[src/verilog/prio_fields_pkg.sv]
package prio_fields_pkg;
	// ***********************************
	// register map and field layout
	// ***********************************
	localparam int ADDR_W = 4;
	localparam int DATA_W = 16;
	localparam int PRIO_W = 3;
	localparam int NUM_SRC = 5;
	localparam logic [ADDR_W-1:0] ADDR_PRIO_FOUR = 4'h0;
	localparam logic [ADDR_W-1:0] ADDR_PRIO_FIVE = 4'h1;
	localparam logic [ADDR_W-1:0] ADDR_LEVELS = 4'h2;
	localparam int CHANGE_NOTIFY_LSB = 12;
	localparam int COMPARATOR_LSB = 8;
	localparam int SERIAL_MASTER_LSB = 4;
	localparam int SERIAL_SLAVE_LSB = 0;
	localparam int EXT_IRQ1_LSB = 0;
	localparam logic [PRIO_W-1:0] PRIO_RESET = 3'h4;
	localparam logic [PRIO_W-1:0] PRIO_DISABLED = 3'h0;
	localparam logic [DATA_W-1:0] DATA_ZERO = 16'h0000;
	// source index order in the level outputs
	localparam int SRC_CHANGE_NOTIFY = 0;
	localparam int SRC_COMPARATOR = 1;
	localparam int SRC_SERIAL_MASTER = 2;
	localparam int SRC_SERIAL_SLAVE = 3;
	localparam int SRC_EXT_IRQ1 = 4;
endpackage

[src/verilog/interrupt_priority_fields.sv]
`timescale 1ns/1ps
module interrupt_priority_fields
	import prio_fields_pkg::*;
(
	// clock and reset
	input wire logic clk,
	input wire logic arst_n,
	// register port
	input wire logic [prio_fields_pkg::ADDR_W-1:0] addr,
	input wire logic [prio_fields_pkg::DATA_W-1:0] wdata,
	input wire logic wr_stb,
	input wire logic rd_stb,
	output logic [prio_fields_pkg::DATA_W-1:0] rdata_r,
	// interrupt flags of the sources, index order as in the package
	input wire logic [prio_fields_pkg::NUM_SRC-1:0] src_flag,
	// per-source level and gated request toward the arbiter
	output logic [prio_fields_pkg::NUM_SRC*prio_fields_pkg::PRIO_W-1:0] src_level,
	output logic [prio_fields_pkg::NUM_SRC-1:0] src_req
);
	import prio_fields_pkg::*;

	// ***********************************
	// field storage
	// ***********************************
	logic [NUM_SRC-1:0] field_wr;
	logic [NUM_SRC*PRIO_W-1:0] field_wdata;
	logic [PRIO_W-1:0] level [NUM_SRC];
	logic [DATA_W-1:0] rdata_nxt;

	always_comb
	begin
		field_wr = '0;
		field_wdata = '0;
		field_wr[SRC_CHANGE_NOTIFY] = wr_stb && (addr == ADDR_PRIO_FOUR);
		field_wr[SRC_COMPARATOR] = wr_stb && (addr == ADDR_PRIO_FOUR);
		field_wr[SRC_SERIAL_MASTER] = wr_stb && (addr == ADDR_PRIO_FOUR);
		field_wr[SRC_SERIAL_SLAVE] = wr_stb && (addr == ADDR_PRIO_FOUR);
		field_wr[SRC_EXT_IRQ1] = wr_stb && (addr == ADDR_PRIO_FIVE);
		field_wdata[SRC_CHANGE_NOTIFY*PRIO_W +: PRIO_W] = wdata[CHANGE_NOTIFY_LSB +: PRIO_W];
		field_wdata[SRC_COMPARATOR*PRIO_W +: PRIO_W] = wdata[COMPARATOR_LSB +: PRIO_W];
		field_wdata[SRC_SERIAL_MASTER*PRIO_W +: PRIO_W] = wdata[SERIAL_MASTER_LSB +: PRIO_W];
		field_wdata[SRC_SERIAL_SLAVE*PRIO_W +: PRIO_W] = wdata[SERIAL_SLAVE_LSB +: PRIO_W];
		field_wdata[SRC_EXT_IRQ1*PRIO_W +: PRIO_W] = wdata[EXT_IRQ1_LSB +: PRIO_W];
	end

	genvar gi;
	generate
		for (gi = 0; gi < NUM_SRC; gi++)
		begin : g_field
			prio_field u_field (
				.clk(clk),
				.arst_n(arst_n),
				.wr_en(field_wr[gi]),
				.wr_data(field_wdata[gi*PRIO_W +: PRIO_W]),
				.flag(src_flag[gi]),
				.level_r(level[gi]),
				.req_r(src_req[gi])
			);
			assign src_level[gi*PRIO_W +: PRIO_W] = level[gi];
		end
	endgenerate

	// ***********************************
	// read path
	// ***********************************
	// unimplemented bits are never stored, so they read zero without masking
	always_comb
	begin
		rdata_nxt = DATA_ZERO;
		if (rd_stb)
		begin
			unique case (addr)
				ADDR_PRIO_FOUR:
				begin
					rdata_nxt[CHANGE_NOTIFY_LSB +: PRIO_W] = level[SRC_CHANGE_NOTIFY];
					rdata_nxt[COMPARATOR_LSB +: PRIO_W] = level[SRC_COMPARATOR];
					rdata_nxt[SERIAL_MASTER_LSB +: PRIO_W] = level[SRC_SERIAL_MASTER];
					rdata_nxt[SERIAL_SLAVE_LSB +: PRIO_W] = level[SRC_SERIAL_SLAVE];
				end
				ADDR_PRIO_FIVE:
					rdata_nxt[EXT_IRQ1_LSB +: PRIO_W] = level[SRC_EXT_IRQ1];
				ADDR_LEVELS:
					rdata_nxt[NUM_SRC-1:0] = src_req;
				default:
					rdata_nxt = DATA_ZERO;
			endcase
		end
	end

	always_ff @(posedge clk or negedge arst_n)
	begin
		if (!arst_n)
			rdata_r <= DATA_ZERO;
		else
			rdata_r <= rdata_nxt;
	end
endmodule // interrupt_priority_fields

[src/verilog/prio_field.sv]
`timescale 1ns/1ps
// one 3-bit priority setting with its request gating
module prio_field
	import prio_fields_pkg::*;
(
	// clock and reset
	input wire logic clk,
	input wire logic arst_n,
	// write port
	input wire logic wr_en,
	input wire logic [PRIO_W-1:0] wr_data,
	// source
	input wire logic flag,
	// results
	output logic [PRIO_W-1:0] level_r,
	output logic req_r
);
	logic [PRIO_W-1:0] level_nxt;
	logic req_nxt;

	always_comb
	begin
		level_nxt = level_r;
		if (wr_en)
			level_nxt = wr_data;
		// code value is the level itself: 7 highest, 1 lowest
		// code 0 blocks the request whatever the flag says
		req_nxt = flag && (level_r != PRIO_DISABLED);
	end

	always_ff @(posedge clk or negedge arst_n)
	begin
		if (!arst_n)
		begin
			level_r <= PRIO_RESET;
			req_r <= 1'h0;
		end
		else
		begin
			level_r <= level_nxt;
			req_r <= req_nxt;
		end
	end
endmodule // prio_field

[config.mk]
export PLATFORM = sky130hd
export DESIGN_NAME = interrupt_priority_fields
export DESIGN_NICKNAME = d
export VERILOG_FILES = /design/src/verilog/prio_fields_pkg.sv /design/src/verilog/interrupt_priority_fields.sv /design/src/verilog/prio_field.sv
export SDC_FILE = /design/constraint.sdc
export NUM_CORES = 1
export LEC_CHECK = 0
export BUFFER_PORTS_ARGS = -buffer_cell sky130_fd_sc_hd__clkbuf_2
export CORE_ASPECT_RATIO = 1.75
export CORE_UTILIZATION = 45
export CTS_CLUSTER_DIAMETER = 60
export CTS_CLUSTER_SIZE = 10
export DETAILED_ROUTE_END_ITERATION = 8
export PLACE_DENSITY_LB_ADDON = 0.12
export SLEW_MARGIN = 20
export SYNTH_ARGS = -nofsm -noshare
export SYNTH_HDL_FRONTEND = slang
export SYNTH_SLANG_ARGS = --single-unit
[constraint.sdc]
create_clock -name clk -period 1.55 [get_ports clk]
set_clock_uncertainty 0.1 [all_clocks]
set_input_delay 0 -clock clk [delete_from_list [all_inputs] [get_ports clk]]
set_output_delay 0 -clock clk [all_outputs]
set_load 0.005 [all_outputs]
==> metrics <==
ANT cells 0; Port Buffers 57; Mapped Area 1389 sq um; Placed Cells 178; Starting Density 47.44%; vias post-DR 998; final setup fails 0; Mapped Cells 96; worst-skew pair later-pin latency 290 ps; area of placed instances 1674 sq um; CP endpoint kind flop; Worst Setup SP addr[0]; Cell variety after synth 21; CP peak stage delay 530 ps; # fillers 215; Final ANT Viol Nets 0; Die W 44.00 um; H-tree levels 2; Pint 1.814 mW; RSZ-0062 raised after global routing no; CTS tree built; GRT met3 Usage 6.872%; yosys warns 0; r2r startpoint g_field[3].u_field.level_r[2]$_DFFE_PN1P_; Synth Area per Inst 14.47 sq um; combinational share of power 18.4%; number of max-cap violations 0; total track usage 20.49%; final WL 2898 um; setup TNS 0 ps; post-layout util 68.12%; status finished with violations; fraction of power consumed by the clock network 34.8%; worst endpoint required time 1620 ps; final instance area 1994 sq um; worst reg2reg path depth 3; Hold EP rdata_r[3]$_DFF_PN0_; CTS root buf clkbuf_8; clk buf depth 2; detailed-route wire length per cell 14.07 um; core area 2928 sq um; Area contributors post-synth dfrtp_1 50%, mux2_4 14%, dfstp_2 9.5%; drt initial violations 12; register bit count reported by yosys 33; number of global-route vias before repair 976; hold depth 4; Layout Area Growth over Synthesis 43.60%; GPL Wtd Cong 0.8452; Slew Viols, Final 0; maximum vdd drop 0.9133 mV; die area 3321 sq um; reg-to-reg critical path endpoint rdata_r[2]$_DFF_PN0_; Sinks on Clock Net 33; HP Start addr[1]; first-pass GRT wire length 4602 um; met2 usage 34.99%; P_leak 1.064 nW; worst-path cell chain dlygate4sd3_1 -> clkbuf_2 -> nor2_1 -> nand3_1 -> buf_4 -> mux2_4; pwr dens 1198 nW/um^2; total CTS buffers 5; initial antenna violation count 0; layout cell share with drive strength beyond 1 53.93%; sequential power share 46.8%; HPWL after DPL 2025 um; Seq/Total Area, Yosys 59.91%; grt total ovfl 0; Worst Path Arrival 1390 ps; Worst Hold Class primary input to flop; Sw Ratio 24.08%; I/O pins 65; Final min period 1325 ps; Rows 26; Critical Path Fanout Max 7; final hold vios 0; CP max-delay cell dlygate4sd3_1; clk slew on worst S/H paths 60 ps; Nets 206; Synth area leader dfrtp_1; fin crit share 85.47%; top cell type's share of synthesized area 50.45%; drt first pass iters 9; met1 Use GR 22.08%; crit path launch type primary input; fmax 754.8 MHz; busiest layer in global routing met2; R2R Setup Slk 360 ps; Psw 0.5753 mW; chip height 75.49 um; hold slack 21.23 ps; failing checks DRC; Setup CP Type primary input to flop; # DRC 3; Via density 4.845; largest net degree at the start of global routing 34; Final Non-Filler Cells 206
==> critical path, delay by kind of cell <==
family,cells,cell delay (ps)
buffers and inverters,3,840
multiplexers,1,300
AND/OR/NAND/NOR,2,250
==> what timing repair did <==
action / CTS / global route
hold endpoints to repair: 55 / 0
buffers inserted: 0 / 0
hold buffers: 20 / 0
resized for setup: 0 / 0
==> sequential cells by signal (all words and copies together) (netlist names) <==
register,flops
g_field.u_field.level_r,15
rdata_r,13
g_field.u_field.req_r,5
==> layout by cell type (no fill, tap or decap), drive strengths merged <==
cell / netlist / layout
clkbuf: 0 / 63
dfrtp: 28 / 28
dlygate4sd3: 0 / 20
mux2: 15 / 15
and2: 8 / 8
buf: 11 / 6
o31a: 5 / 5
dfstp: 5 / 5
mux2i: 4 / 4
nand2: 4 / 4
or2: 3 / 3
a21oi: 3 / 3
conb: 1 / 3
nor3: 3 / 3
nor2: 2 / 2
nand3: 2 / 2
or3b: 1 / 1
and2b: 1 / 1
bufinv: 0 / 1
clkinvlp: 0 / 1
==> power groups by stage <==
stage / registers [mW] / logic, mW / clock network, mW
3_3_place_gp: 1.13 / 0.395 / 0
2_1_floorplan: 1.12 / 0.233 / 0
6_report: 1.12 / 0.439 / 0.832
4_1_cts: 1.12 / 0.445 / 0.859
3_5_place_dp: 1.13 / 0.404 / 0
5_1_grt: 1.14 / 0.485 / 0.895
==> cell usage after synthesis <==
cell     instances
buf_2            1
nor3_1           2
nand3_2          1
or3b_1           1
dfrtp_1         28
mux2_2           2
mux2_4          13
nor2_1           2
and2b_1          1
and2_1           8
mux2i_1          4
buf_6            2
nor3_4           1
conb_1           1
buf_4            8
a21oi_1          3
or2_2            3
dfstp_2          5
nand3_1          1
nand2_1          4
o31a_1           5
==> per-stage QoR <==
step / power, mW / worst slack (ps)
after floorplan: 1.349 / 417.5
after global placement: 1.522 / 375.5
after detailed placement: 1.535 / 368.0
after CTS: 2.420 / 216.9
after global routing: 2.520 / 160.8
final: 2.389 / 225.2
==> worst max-delay path by stage <==
stage,cells after the start,end,slack [ps]
after floorplan,3,rdata_r[2]$_DFF_PN0_,420
after global placement,3,rdata_r[2]$_DFF_PN0_,380
after detailed placement,4,rdata_r[14]$_DFF_PN0_,370
after CTS,6,g_field[3].u_field.level_r[0]$_DFFE_PN0P_,220
after global routing,6,g_field[3].u_field.level_r[0]$_DFFE_PN0P_,160
final,6,g_field[3].u_field.level_r[0]$_DFFE_PN0P_,230
==> routing by layer <==
| metal | wire length (um) | share of wire [%] |
|---|---|---|
| met4 | 65 | 2.2 |
| met5 | 0 | 0 |
| met2 | 1596 | 55 |
| met3 | 157 | 5.4 |
| met1 | 1077 | 37 |
==> cell type report <==
| class | instances | area (sq um) | share of cell area (%) |
|---|---|---|---|
| sequential | 33 | 832.0 | 41.72 |
| tap | 28 | 35.03 | 1.757 |
| timing repair buffer | 83 | 530.5 | 26.60 |
| clock buffer | 6 | 82.58 | 4.141 |
| multi-input combinational | 54 | 476.7 | 23.90 |
| clock inverter | 2 | 37.54 | 1.882 |
==> cells by family (layout without fill, tap and decap cells) <==
| logic type | count (synthesis) | count (layout) | synth area share [%] |
|---|---|---|---|
| simple gates | 24 | 24 | 10.72 |
| other cells | 1 | 3 | 0.2700 |
| compound gates | 8 | 8 | 4.234 |
| buf+inv | 11 | 91 | 6.306 |
| mux | 19 | 19 | 18.56 |
| flops | 33 | 33 | 59.91 |
(Power assumes the default switching activity.)
